## src/hw/flip_regs.vh

```
// register map, field positions and constants of the interrupt prioritizer
`ifndef FLIP_REGS_VH
`define FLIP_REGS_VH

// ----------------------------------------------------------------
// register indexes (byte address is four times the index)
// ----------------------------------------------------------------
`define FLIP_IDX_EN0      10'h0a8
`define FLIP_IDX_LVLHI0   10'h0b7
`define FLIP_IDX_LVLLO0   10'h0b8
`define FLIP_IDX_EN1      10'h0e8
`define FLIP_IDX_LVLHI1   10'h0f7
`define FLIP_IDX_LVLLO1   10'h0f8
`define FLIP_IDX_STATE    10'h100
`define FLIP_IDX_EVT_STS  10'h101
`define FLIP_IDX_EVT_MASK 10'h102

// ----------------------------------------------------------------
// reset values
// ----------------------------------------------------------------
`define FLIP_RST_REG8     8'h00
`define FLIP_RST_EVT      3'h0

// ----------------------------------------------------------------
// field positions
// ----------------------------------------------------------------
`define FLIP_GLOBAL_EN_BIT 7
`define FLIP_GRP0_MASK    8'h7f
`define FLIP_EVT_ACCEPT   0
`define FLIP_EVT_PREEMPT  1
`define FLIP_EVT_BADRET   2
`define FLIP_ST_REQ_BIT   4
`define FLIP_ST_LVL_LSB   5

// ----------------------------------------------------------------
// sources in polling order: 4-bit {group, bit} and vector index
// ----------------------------------------------------------------
`define FLIP_NSRC         15
`define FLIP_SRC_POS      60'hfb4ea3d92c81650
`define FLIP_SRC_VEC      60'he94d83c72b61a50
`define FLIP_VEC_BASE     16'h0003
`define FLIP_VEC_STEP_SH  3

`endif

```

## src/hw/flip_arbiter.v

```verilog
// fixed-order, four-level priority resolver for the fifteen sources
`timescale 1ns/10ps
`default_nettype none
`include "flip_regs.vh"

module flip_arbiter (
    input  wire [14:0] elig_in,
    input  wire [29:0] lvl_flat_in,
    output wire        win_valid_out,
    output wire [3:0]  win_idx_out,
    output wire [1:0]  win_lvl_out
);

    // ------------------------------------------------------------
    // chain from the last polled source (index 14) down to the first (index 0)
    // ------------------------------------------------------------
    wire [15:0] chain_v;
    wire [63:0] chain_idx;
    wire [31:0] chain_lvl;

    assign chain_v[15]          = 1'b0;
    assign chain_idx[63:60]     = 4'h0;
    assign chain_lvl[31:30]     = 2'h0;

    // a source of equal or higher level, polled earlier, wins the stage
    genvar i;
    generate
        for (i = 0; i < 15; i = i + 1) begin : g_stage
            localparam [3:0] SRC_IDX = i;
            wire [1:0] lv;
            wire       take;
            assign lv   = lvl_flat_in[2*i+1:2*i];
            assign take = elig_in[i] & (~chain_v[i+1] | (lv >= chain_lvl[2*i+3:2*i+2]));
            assign chain_v[i]             = chain_v[i+1] | elig_in[i];
            assign chain_idx[4*i+3:4*i]   = take ? SRC_IDX : chain_idx[4*i+7:4*i+4];
            assign chain_lvl[2*i+1:2*i]   = take ? lv : chain_lvl[2*i+3:2*i+2];
        end
    endgenerate

    assign win_valid_out = chain_v[0];
    assign win_idx_out   = chain_idx[3:0];
    assign win_lvl_out   = chain_lvl[1:0];

endmodule // flip_arbiter
`default_nettype wire

```

## src/hw/flip_top.v

```verilog
// interrupt enable, four-level prioritizer and wishbone register file
//
// How it works
// - global enable bit 7 gates all acceptance
// - enable group 0 bits ADC..ext0
// - enable group 1 bits timer2..capture0
// - level low bits group 0, bit 7 reserved
// - level high bits group 0, bit 7 reserved
// - level low bits group 1, same positions
// - level high bits group 1, bit 7 timer2
// - equal levels resolved by fixed polling order
// - high and low bit form level 0..3
// - only strictly higher level preempts running service
// - each source branches to its fixed vector
`timescale 1ns/10ps
`default_nettype none
`include "flip_regs.vh"

module flip_top (
    input  wire        clk_sys_in,
    input  wire        arst_n_in,
    // wishbone classic slave
    input  wire        wb_cyc_in,
    input  wire        wb_stb_in,
    input  wire        wb_we_in,
    input  wire [11:0] wb_adr_in,
    input  wire [3:0]  wb_sel_in,
    input  wire [31:0] wb_dat_in,
    output wire [31:0] wb_dat_out,
    output wire        wb_ack_out,
    // source request flags, polling order
    input  wire [14:0] src_req_in,
    // processor core side
    input  wire        core_take_in,
    input  wire        core_return_in,
    output wire        core_irq_req_out,
    output wire [15:0] core_vector_out,
    output wire [3:0]  core_src_out,
    output wire [1:0]  core_level_out,
    // event interrupt
    output wire        evt_irq_out
);

    // ------------------------------------------------------------
    // register storage
    // ------------------------------------------------------------
    reg  [7:0]  en0_q;
    reg  [7:0]  en1_q;
    reg  [7:0]  lo0_q;
    reg  [7:0]  hi0_q;
    reg  [7:0]  lo1_q;
    reg  [7:0]  hi1_q;
    reg  [2:0]  evt_sts_q;
    reg  [2:0]  evt_mask_q;
    reg  [3:0]  in_svc_q;
    reg         req_q;
    reg  [15:0] vec_q;
    reg  [3:0]  src_q;
    reg  [1:0]  lvl_q;
    reg         ack_q;
    reg  [31:0] rdat_q;
    reg         int_q;

    // ------------------------------------------------------------
    // bus decode
    // ------------------------------------------------------------
    wire        bus_req;
    wire        wr_commit;
    wire [9:0]  idx;
    wire [7:0]  wbyte;

    // request is answered one cycle later; write lands at the ack edge
    assign bus_req   = wb_cyc_in & wb_stb_in;
    assign wr_commit = bus_req & wb_we_in & ack_q & wb_sel_in[0];
    assign idx       = wb_adr_in[11:2];
    assign wbyte     = wb_dat_in[7:0];

    // ------------------------------------------------------------
    // per-source lookup of enable and level bits
    // ------------------------------------------------------------
    wire [15:0] en_all;
    wire [15:0] lo_all;
    wire [15:0] hi_all;
    wire [14:0] src_en;
    wire [29:0] src_lvl;
    wire        global_irq_enable;

    // merged groups: index {group, bit}
    assign en_all = {en1_q, 1'b0, en0_q[6:0]};
    assign lo_all = {lo1_q, lo0_q};
    assign hi_all = {hi1_q, hi0_q};
    assign global_irq_enable = en0_q[`FLIP_GLOBAL_EN_BIT];

    // each source picks its bits by its fixed position
    genvar s;
    generate
        for (s = 0; s < `FLIP_NSRC; s = s + 1) begin : g_src
            wire [59:0] pos_map;
            wire [3:0]  pos;
            assign pos_map = `FLIP_SRC_POS;
            assign pos     = pos_map[4*s+3:4*s];
            assign src_en[s] = en_all[pos];
            assign src_lvl[2*s+1:2*s] = {hi_all[pos], lo_all[pos]};
        end
    endgenerate

    // ------------------------------------------------------------
    // eligibility and arbitration
    // ------------------------------------------------------------
    wire [14:0] elig;
    wire        win_v;
    wire [3:0]  win_idx;
    wire [1:0]  win_lvl;

    // nothing is accepted while the global enable is low
    assign elig = src_req_in & src_en & {15{global_irq_enable}};

    flip_arbiter u_arb (
        .elig_in       (elig),
        .lvl_flat_in   (src_lvl),
        .win_valid_out (win_v),
        .win_idx_out   (win_idx),
        .win_lvl_out   (win_lvl)
    );

    // ------------------------------------------------------------
    // highest level now in service
    // ------------------------------------------------------------
    reg         svc_busy;
    reg  [1:0]  svc_lvl;

    always @* begin
        svc_busy = 1'b1;
        svc_lvl  = 2'h0;
        case (1'b1)
            in_svc_q[3]: svc_lvl = 2'h3;
            in_svc_q[2]: svc_lvl = 2'h2;
            in_svc_q[1]: svc_lvl = 2'h1;
            in_svc_q[0]: svc_lvl = 2'h0;
            default:     svc_busy = 1'b0;
        endcase
    end

    // a waiting request must beat the running level strictly
    wire        win_ok;
    assign win_ok = win_v & (~svc_busy | (win_lvl > svc_lvl));

    // ------------------------------------------------------------
    // vector of the winning source
    // ------------------------------------------------------------
    wire [59:0] vec_map;
    wire [3:0]  win_vidx;
    wire [15:0] win_vector;

    assign vec_map    = `FLIP_SRC_VEC;
    assign win_vidx   = vec_map[{win_idx, 2'b00} +: 4];
    assign win_vector = `FLIP_VEC_BASE + {9'h000, win_vidx, 3'h0};

    // ------------------------------------------------------------
    // in-service tracking
    // ------------------------------------------------------------
    wire        take_ok;
    reg  [3:0]  in_svc_d;

    assign take_ok = core_take_in & req_q;

    // return releases the top level first, then a take adds its own
    always @* begin
        in_svc_d = in_svc_q;
        if (core_return_in && svc_busy) begin
            in_svc_d[svc_lvl] = 1'b0;
        end
        if (take_ok) begin
            in_svc_d[lvl_q] = 1'b1;
        end
    end

    // ------------------------------------------------------------
    // event status with write-one-to-clear, set wins
    // ------------------------------------------------------------
    reg  [2:0]  evt_set;
    reg  [2:0]  evt_clr;
    wire [2:0]  evt_sts_d;

    always @* begin
        evt_set = 3'h0;
        evt_set[`FLIP_EVT_ACCEPT]  = take_ok;
        evt_set[`FLIP_EVT_PREEMPT] = take_ok & svc_busy;
        evt_set[`FLIP_EVT_BADRET]  = core_return_in & ~svc_busy;
        evt_clr = 3'h0;
        if (wr_commit && idx == `FLIP_IDX_EVT_STS) begin
            evt_clr = wbyte[2:0];
        end
    end

    assign evt_sts_d = (evt_sts_q & ~evt_clr) | evt_set;

    // ------------------------------------------------------------
    // register writes
    // ------------------------------------------------------------
    always @(posedge clk_sys_in or negedge arst_n_in) begin
        if (!arst_n_in) begin
            en0_q      <= `FLIP_RST_REG8;
            en1_q      <= `FLIP_RST_REG8;
            lo0_q      <= `FLIP_RST_REG8;
            hi0_q      <= `FLIP_RST_REG8;
            lo1_q      <= `FLIP_RST_REG8;
            hi1_q      <= `FLIP_RST_REG8;
            evt_mask_q <= `FLIP_RST_EVT;
        end else if (wr_commit) begin
            case (idx)
                `FLIP_IDX_EN0:      en0_q <= wbyte;
                `FLIP_IDX_EN1:      en1_q <= wbyte;
                `FLIP_IDX_LVLLO0:   lo0_q <= wbyte & `FLIP_GRP0_MASK;
                `FLIP_IDX_LVLHI0:   hi0_q <= wbyte & `FLIP_GRP0_MASK;
                `FLIP_IDX_LVLLO1:   lo1_q <= wbyte;
                `FLIP_IDX_LVLHI1:   hi1_q <= wbyte;
                `FLIP_IDX_EVT_MASK: evt_mask_q <= wbyte[2:0];
                default: ;
            endcase
        end
    end

    // ------------------------------------------------------------
    // read multiplexer
    // ------------------------------------------------------------
    reg  [7:0]  rbyte;

    always @* begin
        case (idx)
            `FLIP_IDX_EN0:      rbyte = en0_q;
            `FLIP_IDX_EN1:      rbyte = en1_q;
            `FLIP_IDX_LVLLO0:   rbyte = lo0_q;
            `FLIP_IDX_LVLHI0:   rbyte = hi0_q;
            `FLIP_IDX_LVLLO1:   rbyte = lo1_q;
            `FLIP_IDX_LVLHI1:   rbyte = hi1_q;
            `FLIP_IDX_STATE:    rbyte = {1'b0, lvl_q, req_q, in_svc_q};
            `FLIP_IDX_EVT_STS:  rbyte = {5'h00, evt_sts_q};
            `FLIP_IDX_EVT_MASK: rbyte = {5'h00, evt_mask_q};
            default:            rbyte = 8'h00;
        endcase
    end

    // ------------------------------------------------------------
    // bus handshake: ack one cycle after request, dropped next cycle
    // ------------------------------------------------------------
    always @(posedge clk_sys_in or negedge arst_n_in) begin
        if (!arst_n_in) begin
            ack_q  <= 1'b0;
            rdat_q <= 32'h00000000;
        end else begin
            ack_q <= bus_req & ~ack_q;
            if (bus_req && !ack_q) begin
                rdat_q <= {24'h000000, rbyte};
            end
        end
    end

    // ------------------------------------------------------------
    // core request, service state and event interrupt
    // ------------------------------------------------------------
    always @(posedge clk_sys_in or negedge arst_n_in) begin
        if (!arst_n_in) begin
            in_svc_q  <= 4'h0;
            req_q     <= 1'b0;
            vec_q     <= 16'h0000;
            src_q     <= 4'h0;
            lvl_q     <= 2'h0;
            evt_sts_q <= `FLIP_RST_EVT;
            int_q     <= 1'b0;
        end else begin
            in_svc_q  <= in_svc_d;
            // the take cycle withdraws the request so it is not taken twice
            req_q     <= win_ok & ~take_ok & ~core_return_in;
            if (win_ok) begin
                vec_q <= win_vector;
                src_q <= win_idx;
                lvl_q <= win_lvl;
            end
            evt_sts_q <= evt_sts_d;
            int_q     <= |(evt_sts_d & evt_mask_q);
        end
    end

    // ------------------------------------------------------------
    // outputs
    // ------------------------------------------------------------
    assign wb_ack_out       = ack_q;
    assign wb_dat_out       = rdat_q;
    assign core_irq_req_out = req_q;
    assign core_vector_out  = vec_q;
    assign core_src_out     = src_q;
    assign core_level_out   = lvl_q;
    assign evt_irq_out      = int_q;

endmodule // flip_top
`default_nettype wire
```

## config.mk

```make
export PLATFORM = sky130hd
export DESIGN_NAME = flip_top
export DESIGN_NICKNAME = d
export VERILOG_FILES = /design/src/hw/flip_arbiter.v /design/src/hw/flip_top.v
export VERILOG_INCLUDE_DIRS = /design/src /design/src/hw
export SDC_FILE = /design/constraint.sdc
export NUM_CORES = 1
export LEC_CHECK = 0
export BUFFER_PORTS_ARGS = -buffer_cell sky130_fd_sc_hd__buf_2
export CAP_MARGIN = 40
export CORE_MARGIN = 1
export CORE_UTILIZATION = 50
export DETAILED_ROUTE_END_ITERATION = 7
export PLACE_DENSITY_LB_ADDON = 0.05
export SYNTH_ARGS = -nofsm -noshare
export SYNTH_HDL_FRONTEND = slang
export SYNTH_SLANG_ARGS = --single-unit
```

## constraint.sdc

```tcl
create_clock -name clk_sys_in -period 18.05 [get_ports clk_sys_in]
set_input_delay 3.61 -clock clk_sys_in [delete_from_list [all_inputs] [get_ports clk_sys_in]]
set_output_delay 3.61 -clock clk_sys_in [all_outputs]
set_load 0.02 [all_outputs]
```

-- After elaboration in Yosys (flattened, before gate mapping)
Index checks and enable logic that the tools add are counted.
- add/subtract/negate cells: 1
- order comparisons: 19
- eq/ne operators: 9
- shifts and indexed selects: 1
- multiplexer cells: 45
- bitwise gates (word level): 81
- reduce and logical (&&, ||, !) cells: 14
- operator list (operator ; count):
    $pmux W8 S9 ; 1
    $mux W4 ; 17
    $eq A10 B8 Y1 const B ; 6
    $shiftx A60 B7 Y4 const A ; 1
    $mux W2 ; 17
    $and A15 B15 Y15 ; 2
    $eq A10 B9 Y1 const B ; 3
    $or A1 B1 Y1 ; 29
    $ge A2 B2 Y1 ; 14
    $and A1 B1 Y1 ; 25
    $not A1 Y1 ; 18
    $reduce_and A2 Y1 ; 7
    $add A2 B7 Y8 const A ; 1
    $mux W1 ; 7
    $and A3 B3 Y3 ; 2
    $lt A2 B3 Y1 const B ; 2
    $logic_and A1 B1 Y1 ; 5
    $and A4 B4 Y4 ; 1
    $demux W1 S2 ; 2
    $ge A2 B1 Y1 const B ; 2
    $not A4 Y4 ; 1
    $or A4 B4 Y4 ; 1
    $mux W3 ; 1
    $not A3 Y3 ; 1
    other kinds (4) ; 4
- register bits: 89
- bits of input ports: 70
- output and inout bits: 57
- logic and storage cells: 186

-- Longest topological paths before layout
Gate-level depths: netlist (run 1).
- word-level depth: 64
- mapped depth: 109
- mapped depth without buffers: 107

-- By module
Synthesis (run 1) repeated with hierarchy kept, for this count alone.
- cells, all modules: 587
- area total of the unflattened synthesis: 5699.2 um2
- modules (own cells, without submodules) (module ; times used ; cells each ; area each (um2) ; seq. area each (um2)):
    flip_top ; 1 ; 376 ; 4215.3 ; 1951.9
    flip_arbiter ; 1 ; 211 ; 1483.9 ; 0.0

-- Least setup slack after synthesis (run 1)
OpenSTA, ideal clock, no wires.
- path type: input to register
- from: in src_req_in[14]
- to: reg vec_q[4], in the netlist core_vector_out[4]
- library setup time: 0.121 ns
- arrival: 21.878 ns
- data required time: 17.929 ns
- path slack: -3.949 ns
- stages: 103
- buffers on the path: 1
- path through: and2_1 > nand3_1 > inv_1 > ha_1 > nand2b_1 > a21oi_1 > or2_2 > a22o_1 > ha_1 > nand3b_1 > maj3_1 > a41o_2 > and2_1 > ha_1 > nor2b_1 > inv_1 > o31ai_1 > or2_2 > (+67 left out) > nand2b_1 > a21oi_1 > o21ai_0 > nand2_1 > mux2_2 > ha_1 > nand2b_1 > a21oi_1 > a21bo_2 > mux2_4 > ha_1 > nor2b_1 > o21ai_0 > nand2_1 > o21ai_0 > clkbuf_1 > a31oi_1 > a22o_1
- word-level cells in the longest chain between the ends: 62
- elaborated cells on any way between the ends: 107
- classes of those cells: add/sub (1); order compare (15); shift (1); mux (30); bitwise (60)
- ends and longest elaborated chain (what ; line ; source):
    start: declaration ; flip_top.v:32 ; input wire [14:0] src_req_in,
    $and A15 B15 Y15 * (2 in a row) ; flip_top.v:116 ; assign elig = src_req_in & src_en & {15{global_irq_enable}};
    $mux W2 ; flip_arbiter.v:36 ; assign chain_lvl[2*i+1:2*i] = take ? lv : chain_lvl[2*i+3:2*i+2];
    $ge A2 B2 Y1 ; flip_arbiter.v:33 ; assign take = elig_in[i] & (~chain_v[i+1] | (lv >= chain_lvl[2*i+3:2*i+2]));
    $or A1 B1 Y1 ; flip_arbiter.v:33 ;
    $and A1 B1 Y1 ; flip_arbiter.v:33 ;
    $mux W2 ; flip_arbiter.v:36 ;
    $ge A2 B2 Y1 ; flip_arbiter.v:33 ;
    $or A1 B1 Y1 ; flip_arbiter.v:33 ;
    (+46 left out) ; n/a ;
    $ge A2 B2 Y1 ; flip_arbiter.v:33 ;
    $or A1 B1 Y1 ; flip_arbiter.v:33 ;
    $and A1 B1 Y1 ; flip_arbiter.v:33 ;
    $mux W2 * ; flip_arbiter.v:36 ;
    via u_arb.chain_lvl[1] ; flip_arbiter.v:19 ; wire [31:0] chain_lvl;
    $gt A2 B2 Y1 * ; flip_top.v:146 ; assign win_ok = win_v & (~svc_busy | (win_lvl > svc_lvl));
    $or A1 B1 Y1 * ; flip_top.v:146 ;
    $and A1 B1 Y1 * ; flip_top.v:146 ;
    end signal: assignment ; flip_top.v:276 ; vec_q <= win_vector;
    end: declaration ; flip_top.v:57 ; reg [15:0] vec_q;
Mark *: on every way through the listed nets, which the timed path passes. The rest lies on a longest branch.
A chain may end at the register's enable or synchronous reset.

-- Final worst setup path (run 1)
- from: in src_req_in[14]
- to: reg vec_q[5], in the netlist core_vector_out[5]
- elaborated cells on any way between the ends: 107
- classes of those cells: add/sub (1); order compare (15); shift (1); mux (30); bitwise (60)
- RTL lines (what ; line ; source):
    $and A15 B15 Y15 * (2 in a row) ; flip_top.v:116 ;
    $mux W2 ; flip_arbiter.v:36 ;
    $ge A2 B2 Y1 ; flip_arbiter.v:33 ;
    $or A1 B1 Y1 ; flip_arbiter.v:33 ;
    $and A1 B1 Y1 ; flip_arbiter.v:33 ;
    $mux W2 ; flip_arbiter.v:36 ;
    $ge A2 B2 Y1 ; flip_arbiter.v:33 ;
    $or A1 B1 Y1 ; flip_arbiter.v:33 ;
    (+45 left out) ; n/a ;
    $mux W2 ; flip_arbiter.v:36 ;
    $ge A2 B2 Y1 ; flip_arbiter.v:33 ;
    $or A1 B1 Y1 ; flip_arbiter.v:33 ;
    $and A1 B1 Y1 ; flip_arbiter.v:33 ;
    $mux W4 * ; flip_arbiter.v:35 ; assign chain_idx[4*i+3:4*i] = take ? SRC_IDX : chain_idx[4*i+7:4*i+4];
    via u_arb.chain_idx[0] ; flip_arbiter.v:18 ; wire [63:0] chain_idx;
    $shiftx A60 B7 Y4 * ; flip_top.v:156 ; assign win_vidx = vec_map[{win_idx, 2'b00} +: 4];
    $add A2 B7 Y8 (no source line) * ; n/a ;
Marked as above.

==> impl_metrics.env, run 1 <==
export IMPL_status="finished with violations"
export IMPL_violations="setup timing"
export IMPL_die_x_um=107
export IMPL_grt_pass1_wl_mm=30.6
export IMPL_hold_path_end="core_src_out[3]$_DFFE_PN0P_"
export IMPL_fp_dieH_um=107
export IMPL_skew_ns=0.0134
export IMPL_die_area_um2=11500
export IMPL_syn_to_final_growth_pct=46.3
export IMPL_routed_wl_mm=20.9
export IMPL_yosysTopAreaCellShare_pct=35.3
export IMPL_yosysTopAreaCell="dfrtp_1"
export IMPL_slew_viol_final=0
export IMPL_arrival_ns=22.10
export IMPL_antenna_found_initial=0
export IMPL_cts_tree="done"
export IMPL_cap_violations=0
export IMPL_syn_area_um2=5530
export IMPL_r2r_end="core_vector_out[5]$_DFFE_PN0P_"
export IMPL_synth_distinct_cells=79
export IMPL_worst_path_most_repeated_cell="buf_4"
export IMPL_grt_max_degree=69
export IMPL_crit_type="input port to register"
export IMPL_synth_top_family_by_area="compound AO/OA/AOI/OAI gates"
export IMPL_p_seq_share_pct=54.5
export IMPL_p_per_area_nw_per_um2=40.3
export IMPL_p_int_uw=234
export IMPL_leakagePower_nw=3.89
export IMPL_worstPathRequired_ns=18.34
export IMPL_core_area_um2=10800
export IMPL_io_pins=127
export IMPL_ys_flop_type="dfrtp_1"
export IMPL_synthAdderAreaFrac_pct=5.75
export IMPL_reg2reg_depth=121
export IMPL_worst_hold_slack_ns=0.477
export IMPL_nFillCells=758
export IMPL_critPathSlowestCell="a221o_1"
export IMPL_post_dp_hpwl_mm=12.9
export IMPL_p_sw_uw=91.9
export IMPL_crit_fanout=3
export IMPL_hold_start="core_src_out[3]$_DFFE_PN0P_"
export IMPL_p_comb_share_pct=8.8
export IMPL_worst_slack_ns=-3.76
export IMPL_synth_compound_gate_area_share_pct=21.9
export IMPL_drt_iter0_drc=632
export IMPL_pwr_share_clk_pct=36.7
export IMPL_slowest_delay_ns=0.39
export IMPL_drt_pass1_iterations=7
export IMPL_grt_pass1_vias=5676
export IMPL_min_path_cells=1
export IMPL_synth_edf_count=0
export IMPL_setup_viol=12
export IMPL_ys_warn_count=0
export IMPL_antenna_cells=0
export IMPL_hold_viol=0
export IMPL_gr_total_overflow=0
export IMPL_synth_seq_cells=78
export IMPL_post_place_ws_ns=-3.75
export IMPL_min_period_ns=21.81
export IMPL_root_buffer="clkbuf_8"
export IMPL_drive_above_1_share_pct=50.7
export IMPL_clk_path_buf_depth=2
export IMPL_max_vdd_ir_drop_uv=60.3
export IMPL_cts_sinks=78
export IMPL_synthesis_instances=608
export IMPL_worst_slew_pin_slew_ns=0.912
export IMPL_synth_xor_area_share_pct=0
export IMPL_rsz0062_at_grt="true"
export IMPL_numCtsBuffers=9
export IMPL_synth_most_common_cell="dfrtp_1"
export IMPL_timing_final_crit_share_pct=121
export IMPL_slew_headroom_pct=38.9
export IMPL_crit_path_end_kind="register"
export IMPL_multi_input_comb_area_um2=3970
export IMPL_path_clk_slew_ns=0.08
export IMPL_wl_per_cell_um=21.3
export IMPL_port_buffers=63
export IMPL_grt_usage_pct=35.3
export IMPL_reg2reg_slack_ns=-0.92
export IMPL_synthMuxAreaShare_pct=9.51
export IMPL_synth_common_cells="dfrtp_1, nand2_1, mux2_2"
export IMPL_start_util_pct=51.2
export IMPL_drc=0
export IMPL_worst_setup_path_start_kind="input port"
export IMPL_htreeDepth=3
export IMPL_yosys_area_share_simple_pct=18.4
export IMPL_regArea_um2=1950
export IMPL_max_freq_mhz=45.9
export IMPL_num_vias=6132
export IMPL_r2r_start="en1_q[7]$_DFFE_PN0P_"
export IMPL_clk_latency_ns=0.37
export IMPL_synth_area_per_cell_um2=9.09
export IMPL_via_per_inst=6.26
export IMPL_ys_top_cells_by_area="dfrtp_1, mux2_2, ha_1"
export IMPL_sw_frac_of_total_pct=28.2
export IMPL_hold_class="register to register"
export IMPL_ant_nets=0
export IMPL_placementRows=38
export IMPL_nets=929
export IMPL_total_power_uw=326
export IMPL_yosysSeqAreaShare_pct=35.3
export IMPL_routabilityCongestion=0.909
export IMPL_synthArstFlopShare_pct=100
## worst max path at each step
stage / start / to / slack, ns / cells after the start
after floorplan: src_req_in[14] / core_level_out[1]$_DFFE_PN0P_ / -2.72 / 102
after global placement: src_req_in[14] / core_level_out[1]$_DFFE_PN0P_ / -3.27 / 104
after detailed placement: src_req_in[14] / core_vector_out[5]$_DFFE_PN0P_ / -3.75 / 105
after CTS: src_req_in[14] / core_level_out[0]$_DFFE_PN0P_ / -2.78 / 104
after global routing: src_req_in[14] / core_vector_out[5]$_DFFE_PN0P_ / -4.39 / 111
final: src_req_in[14] / core_vector_out[5]$_DFFE_PN0P_ / -3.76 / 122
## power groups by stage
| stage | logic, mW | registers [mW] | clock network, mW |
|---|---|---|---|
| 2_1_floorplan | 0.0166 | 0.182 | 0 |
| 3_3_place_gp | 0.0261 | 0.181 | 0 |
| 3_5_place_dp | 0.0274 | 0.181 | 0 |
| 4_1_cts | 0.0278 | 0.177 | 0.120 |
| 5_1_grt | 0.0314 | 0.178 | 0.127 |
| 6_report | 0.0287 | 0.177 | 0.120 |
## layout by cell type (no fill, tap or decap), drive strengths merged, types with 10 or more instances in the layout
cell type  count
a21oi         19
a22oi         20
a31oi         19
buf          237
clkbuf        10
conb          34
dfrtp         78
ha            23
inv           39
mux2          43
nand2         60
nand2b        16
nand3         18
nor2          27
nor3          11
o21ai         38
## worst max-delay path, delay by kind of cell
| family | cells | cell delay [ns] |
|---|---|---|
| AND/OR/NAND/NOR | 29 | 3.99 |
| buffers and inverters | 52 | 6.28 |
| adder cells (fa/ha/maj) | 12 | 3.22 |
| AO/OA/AOI/OAI | 27 | 4.59 |
| multiplexers | 2 | 0.35 |
## metrics by stage
step,area (µm²),cells,utilization (%),setup TNS [ns]
CTS,7690,967,71.2,-32.55
floorplan,6020,641,-,-31.02
global route,8080,980,74.9,-51.79
global placement,6770,871,62.7,-38.15
detailed placement,6810,874,63.1,-43.68
finish,8080,980,74.9,-43.17
## per-layer routing
layer	track usage (%)	share of wire, %	vias to the layer above
met4	16.2	5.0	0
met1	45.8	40	2993
met2	57.9	47	378
met5	0	0	-
li1	-	-	2668
met3	5.35	7.5	93
## state kept, by name, summed over array words and instances, names as in the netlist
| signal | count |
|---|---|
| evt_irq_out | 1 |
| evt_mask_q | 3 |
| hi0_q | 7 |
| wb_dat_out | 8 |
| lo0_q | 7 |
| core_vector_out | 5 |
| core_irq_req_out | 1 |
| hi1_q | 8 |
| in_svc_q | 4 |
| lo1_q | 8 |
| core_src_out | 4 |
| evt_sts_q | 3 |
| core_level_out | 2 |
| wb_ack_out | 1 |
| en0_q | 8 |
| en1_q | 8 |
## area by class of cell
class                      instances  share of cell area (%)
tap                              140                    2.17
timing repair buffer             237                    20.7
multi-input combinational        470                    49.1
inverter                          40                    1.89
clock buffer                      10                    1.58
clock inverter                     5                   0.464
sequential                        78                    24.1
## cell families after synthesis
group / after synthesis
fa+ha+maj: 26
other cells: 1
flops: 78
mux: 46
simple gates: 195
compound gates: 169
buf+inv: 93
## repair_timing
item	CTS	global route
cloned	0	0
buffers inserted	78	15
setup endpoints to repair	12	12
gates resized for setup	24	59
hold buffers	0	0
pin swaps	66	69
hold endpoints to repair	0	0
No activity file was read; power rests on OpenSTA's default activity.
==> run 2: changes to the inputs <==
--- a/config.mk
+++ b/config.mk
@@ -9,7 +9,7 @@
 export BUFFER_PORTS_ARGS = -buffer_cell sky130_fd_sc_hd__buf_2
 export CAP_MARGIN = 40
 export CORE_MARGIN = 1
-export CORE_UTILIZATION = 50
+export CORE_UTILIZATION = 45
 export DETAILED_ROUTE_END_ITERATION = 7
 export PLACE_DENSITY_LB_ADDON = 0.05
 export SYNTH_ARGS = -nofsm -noshare
==> run 2 against run 1 <==
  * The run still ends with setup timing left
  * Utilization decreased by 6.2 points
  * Register-to-register slack better by 0.75 ns
  * Power rose by 21%
  * Via count fell by 3.7%
  * Fmax rose by 3.4%
  * Non-clock buffer count grew 16
  * Clock-buffer cell count did not move
  * Combinational power barely moved
  * Routed wire length shrank 5.1%
  * Sequential power is essentially flat
  * Die area is 11% higher
  * Largest power group is now clock
==> impl_metrics.env, run 2 (synthesis results as in run 1) <==
export IMPL_status="finished with violations"
export IMPL_violations="setup timing"
export IMPL_grt_pass1_vias=5803
export IMPL_final_common_cell="buf_4"
export IMPL_numCtsBuffers=9
export IMPL_worst_setup_path_start_kind="input port"
export IMPL_cp_num_buf_inv=52
export IMPL_gr_total_overflow=0
export IMPL_crit_path_end_kind="register"
export IMPL_worst_slack_ns=-3.05
export IMPL_syn_to_final_growth_pct=49.4
export IMPL_r2r_end="core_vector_out[5]$_DFFE_PN0P_"
export IMPL_via_per_inst=5.88
export IMPL_path_clk_slew_ns=0.06
export IMPL_root_buffer="clkbuf_16"
export IMPL_worst_slew_pin_slew_ns=0.870
export IMPL_slowest_delay_ns=0.32
export IMPL_critPathLaunch="src_req_in[14]"
export IMPL_r2r_start="en1_q[7]$_DFFE_PN0P_"
export IMPL_reg2reg_depth=121
export IMPL_nFillCells=929
export IMPL_drt_iter0_drc=490
export IMPL_core_area_um2=12000
export IMPL_cap_violations=0
export IMPL_max_freq_mhz=47.4
export IMPL_grt_max_degree=69
export IMPL_wl_per_cell_um=19.7
export IMPL_post_place_ws_ns=-3.57
export IMPL_final_area_um2=8260
export IMPL_grt_usage_pct=31.5
export IMPL_cts_sinks=78
export IMPL_clk_path_buf_depth=2
export IMPL_drive_above_1_share_pct=49.9
export IMPL_place_area_um2=6830
export IMPL_worst_hold_slack_ns=0.475
export IMPL_slew_viol_final=0
export IMPL_timing_final_crit_share_pct=117
export IMPL_slew_headroom_pct=41.9
export IMPL_skew_ns=0.00619
export IMPL_routabilityCongestion=0.927
export IMPL_postCtsHoldBufs=0
export IMPL_port_buffers=63
export IMPL_crit_path_end="core_vector_out[5]$_DFFE_PN0P_"
export IMPL_die_x_um=113
export IMPL_finalSetupTns_ns=-34.83
export IMPL_io_pins=127
export IMPL_worstPathRequired_ns=18.32
export IMPL_post_dp_hpwl_mm=12.9
export IMPL_path_depth=122
export IMPL_num_vias=5904
export IMPL_routed_wl_mm=19.8
export IMPL_antenna_cells=0
export IMPL_leakagePower_nw=4.02
export IMPL_reg2reg_slack_ns=-0.17
export IMPL_max_vdd_ir_drop_uv=46.8
export IMPL_grt_pass1_wl_mm=30.6
export IMPL_worst_path_most_repeated_cell="buf_4"
export IMPL_antenna_found_initial=0
export IMPL_critPathSlowestCell="maj3_2"
export IMPL_htreeDepth=3
export IMPL_nets=945
export IMPL_start_util_pct=46.0
export IMPL_placementRows=40
export IMPL_fp_dieH_um=113
export IMPL_crit_fanout=4
export IMPL_p_per_area_nw_per_um2=47.6
export IMPL_min_period_ns=21.10
export IMPL_layout_common_cells="buf_4, dfrtp_1, buf_2"
export IMPL_min_path_cells=1
export IMPL_ant_nets=0
export IMPL_rsz0062_at_grt="true"
export IMPL_arrival_ns=21.36
export IMPL_die_area_um2=12700
export IMPL_final_core_util_pct=68.7
export IMPL_drt_pass1_iterations=5
export IMPL_crit_type="input port to register"
export IMPL_clk_latency_ns=0.34
export IMPL_drc=0
export IMPL_hold_viol=0
export IMPL_hold_class="register to register"
export IMPL_setup_viol=12
export IMPL_cpLargestDelayFamily="buffers and inverters"
export IMPL_cts_tree="done"
## run 2: layer usage
metal  track usage [%]  share of wire (%)  up-vias
met4              18.7                5.8        0
met5                 0                  0        -
met2              50.2                 46      286
met3              4.66                6.8       73
li1                  -                  -     2703
met1              40.9                 42     2842
## run 2: per-stage QoR
stage,power [mW],std cells
final,0.393,1004
after global routing,0.405,1004
after CTS,0.393,995
after detailed placement,0.208,884
after global placement,0.207,881
after floorplan,0.199,641
## run 2: power by group
part / switching (mW) / internal (mW) / total [mW]
Clock: 0.0785 / 0.108 / 0.187
Combinational: 0.0202 / 0.00830 / 0.0286
Sequential: 0.00139 / 0.176 / 0.178
Total: 0.100 / 0.293 / 0.393
## run 2: worst min path at each step
stage | start | endpoint | slack [ns]
4_1_cts | core_src_out[3]$_DFFE_PN0P_ | core_src_out[3]$_DFFE_PN0P_ | 0.48
2_1_floorplan | evt_sts_q[0]$_DFF_PN0_ | evt_sts_q[0]$_DFF_PN0_ | 0.46
6_report | wb_dat_out[6]$_DFFE_PN0P_ | wb_dat_out[6]$_DFFE_PN0P_ | 0.47
5_1_grt | wb_dat_out[6]$_DFFE_PN0P_ | wb_dat_out[6]$_DFFE_PN0P_ | 0.49
3_5_place_dp | wb_dat_out[3]$_DFFE_PN0P_ | wb_dat_out[3]$_DFFE_PN0P_ | 0.46
3_3_place_gp | wb_dat_out[3]$_DFFE_PN0P_ | wb_dat_out[3]$_DFFE_PN0P_ | 0.46
## run 2: final cells by class
type | instances | area [µm²] | area share (%)
well taps | 147 | 184 | 2.23
flip-flops and latches | 78 | 1950 | 23.6
clock inverters | 6 | 71.3 | 0.864
clock buffers | 10 | 229 | 2.77
multi-input cells | 470 | 3870 | 46.9
inverters | 40 | 155 | 1.88
repair buffers | 253 | 1790 | 21.7
## run 2: timing repair
action,in CTS,in global routing
pin swaps,45,25
setup endpoints to repair,12,12
gates resized for setup,26,40
buffers inserted,95,12
==> run 3: changes to the inputs <==
--- a/config.mk
+++ b/config.mk
@@ -6,10 +6,12 @@
 export SDC_FILE = /design/constraint.sdc
 export NUM_CORES = 1
 export LEC_CHECK = 0
+export ABC_AREA = 1
 export BUFFER_PORTS_ARGS = -buffer_cell sky130_fd_sc_hd__buf_2
 export CAP_MARGIN = 40
 export CORE_MARGIN = 1
 export CORE_UTILIZATION = 45
+export CTS_CLUSTER_SIZE = 30
 export DETAILED_ROUTE_END_ITERATION = 7
 export PLACE_DENSITY_LB_ADDON = 0.05
 export SYNTH_ARGS = -nofsm -noshare
==> run 3 against run 2 <==
  * Sequential share of layout area grew 7.4 points
  * Via count down 15%
  * Die area shrank 1.7%
  * Power shrank 1.4%
  * Area after synthesis is 1.7% lower
  * Critical endpoint is now core_vector_out[1]$_DFFE_PN0P_
  * First-iteration DRC count fell by 28%
  * The flow finishes with violations (DRC)
  * Clock skew is essentially flat
==> impl_metrics.env, run 3 <==
export IMPL_status="finished with violations"
export IMPL_violations="DRC"
export IMPL_yosysTopAreaCellShare_pct=36.0
export IMPL_yosysTopAreaCell="dfrtp_1"
export IMPL_synth_seq_cells=78
export IMPL_grt_pass1_wl_mm=24.7
export IMPL_p_sw_uw=93.0
export IMPL_wl_per_cell_um=15.9
export IMPL_clk_path_buf_depth=2
export IMPL_hold_class="register to register"
export IMPL_worst_path_most_repeated_cell="nand2_2"
export IMPL_path_clk_slew_ns=0.06
export IMPL_slowest_delay_ns=0.33
export IMPL_ys_warn_count=0
export IMPL_ys_flop_type="dfrtp_1"
export IMPL_synth_area_per_cell_um2=7.39
export IMPL_clk_latency_ns=0.35
export IMPL_crit_type="input port to register"
export IMPL_drc=13
export IMPL_yosysSeqAreaShare_pct=36.0
export IMPL_postCtsHoldBufs=0
export IMPL_critPathSlowestCell="ha_2"
export IMPL_worstPathRequired_ns=18.28
export IMPL_crit_path_end_kind="register"
export IMPL_cap_violations=0
export IMPL_ys_top_cells_by_area="dfrtp_1, nand2_1, inv_1"
export IMPL_timing_final_crit_share_pct=94.0
export IMPL_routed_wl_mm=15.3
export IMPL_fp_dieH_um=112
export IMPL_max_vdd_ir_drop_uv=53.9
export IMPL_syn_area_um2=5430
export IMPL_layout_common_cells="nand2_1, inv_1, dfrtp_1"
export IMPL_p_per_area_nw_per_um2=61.5
export IMPL_cts_sinks=78
export IMPL_drive_above_1_share_pct=22.0
export IMPL_die_x_um=112
export IMPL_synth_common_cells="nand2_1, inv_1, o21ai_0"
export IMPL_via_per_inst=5.23
export IMPL_final_core_util_pct=54.5
export IMPL_sw_frac_of_total_pct=24.0
export IMPL_antenna_found_initial=0
export IMPL_slew_viol_final=0
export IMPL_antenna_cells=0
export IMPL_placementRows=39
export IMPL_root_buffer="clkbuf_16"
export IMPL_leakagePower_nw=3.35
export IMPL_setup_viol=0
export IMPL_io_pins=127
export IMPL_die_area_um2=12500
export IMPL_core_area_um2=11600
export IMPL_synth_most_common_cell="nand2_1"
export IMPL_slew_headroom_pct=41.6
export IMPL_regArea_um2=1950
export IMPL_syn_to_final_growth_pct=16.0
export IMPL_post_dp_hpwl_mm=11.7
export IMPL_drt_iter0_drc=355
export IMPL_num_vias=5035
export IMPL_skew_ns=0.00650
export IMPL_crit_fanout=8
export IMPL_synth_edf_count=0
export IMPL_synthArstFlopShare_pct=100
export IMPL_total_power_uw=387
export IMPL_synth_distinct_cells=40
export IMPL_port_buffers=63
export IMPL_multi_input_comb_area_um2=2950
export IMPL_synthesis_instances=735
export IMPL_reg2reg_slack_ns=3.56
export IMPL_final_common_cell="nand2_1"
export IMPL_p_int_uw=294
export IMPL_htreeDepth=3
export IMPL_routabilityCongestion=0.913
export IMPL_arrival_ns=17.20
export IMPL_post_place_ws_ns=-0.436
export IMPL_worst_slew_pin_slew_ns=0.869
export IMPL_nets=907
export IMPL_grt_usage_pct=26.0
export IMPL_hold_viol=0
export IMPL_nFillCells=1135
export IMPL_min_period_ns=16.96
export IMPL_worst_slack_ns=1.09
export IMPL_pwr_share_clk_pct=49.3
export IMPL_grt_pass1_vias=4810
export IMPL_max_freq_mhz=59.0
export IMPL_worst_setup_path_start_kind="input port"
export IMPL_drt_pass1_iterations=7
export IMPL_start_util_pct=46.9
export IMPL_p_seq_share_pct=45.2
export IMPL_numCtsBuffers=9
export IMPL_grt_max_degree=66
export IMPL_ant_nets=0
export IMPL_cts_tree="done"
export IMPL_p_comb_share_pct=5.5
export IMPL_gr_total_overflow=0
==> run 3: worst max-delay path, delay by kind of cell <==
kind                       cells  cell delay (ns)
adders and majority gates     15             4.26
buffers and inverters         17             1.15
and+or+nand+nor               59             5.50
AOI/OAI and AO/OA             29             2.70
==> run 3: layout make-up <==
cell class / count / area share (%)
clock inverters: 5 / 0.914
well taps: 143 / 2.84
repair buffers: 80 / 7.41
multi-input cells: 529 / 46.9
flip-flops and latches: 78 / 31.0
clock buffers: 11 / 4.01
inverters: 116 / 6.91
==> run 3: logic make-up after synthesis <==
kind of cell	after synthesis	synth area share [%]
AO/OA/AOI/OAI	137	14.5
adder cells (fa/ha/maj)	23	5.30
buffers and inverters	161	13.7
flip-flops	78	36.0
other	1	0.0691
AND/OR/NAND/NOR	335	30.5
==> run 3: metal layers <==
metal	share of wire (%)	global-route usage, %	vias up	routed length [µm]
met5	0	0	-	0
met4	2.8	11.1	0	435
met3	6.5	5.66	28	1000
met2	46	41.7	174	7070
met1	44	33.7	2332	6770
li1	-	-	2501	-
==> run 3: path summary, 6_finish.rpt <==
| check | cells after the start | startpoint | end |
|---|---|---|---|
| setup / recovery | 120 | src_req_in[14] | core_vector_out[1]$_DFFE_PN0P_ |
| setup reg to reg | 119 | en0_q[7]$_DFFE_PN0P_ | core_vector_out[1]$_DFFE_PN0P_ |
| hold reg to reg | 2 | core_src_out[3]$_DFFE_PN0P_ | core_src_out[3]$_DFFE_PN0P_ |
| max in group asynchronous | 2 | arst_n_in | in_svc_q[1]$_DFF_PN0_ |
| hold / removal | 2 | core_src_out[3]$_DFFE_PN0P_ | core_src_out[3]$_DFFE_PN0P_ |
| min in group asynchronous | 1 | arst_n_in | core_irq_req_out$_DFF_PN0_ |
==> run 3: what timing repair did <==
item,CTS,global route
pin swaps,0,21
buffers inserted,0,11
endpoints found under the setup margin,8,12
resized for setup,3,40
endpoints found under the hold margin,0,0
==> run 3: power by group through the flow <==
| stage | sequential [mW] | clock (mW) | combinational, mW |
|---|---|---|---|
| 2_1_floorplan | 0.179 | 0 | 0.0151 |
| 3_3_place_gp | 0.178 | 0 | 0.0202 |
| 5_1_grt | 0.175 | 0.202 | 0.0235 |
| 3_5_place_dp | 0.178 | 0 | 0.0213 |
| 4_1_cts | 0.175 | 0.195 | 0.0213 |
| 6_report | 0.175 | 0.191 | 0.0213 |
==> run 3: through the flow <==
step | TNS, ns | area [µm²] | hold slack, ns | cells
detailed placement | -4.05 | 5800 | 0.464 | 934
global route | -1.12 | 6300 | 0.500 | 962
finish | 0 | 6300 | 0.474 | 962
CTS | 0 | 6110 | 0.480 | 950
floorplan | 0 | 5550 | 0.453 | 768
global placement | 0 | 5760 | 0.462 | 932
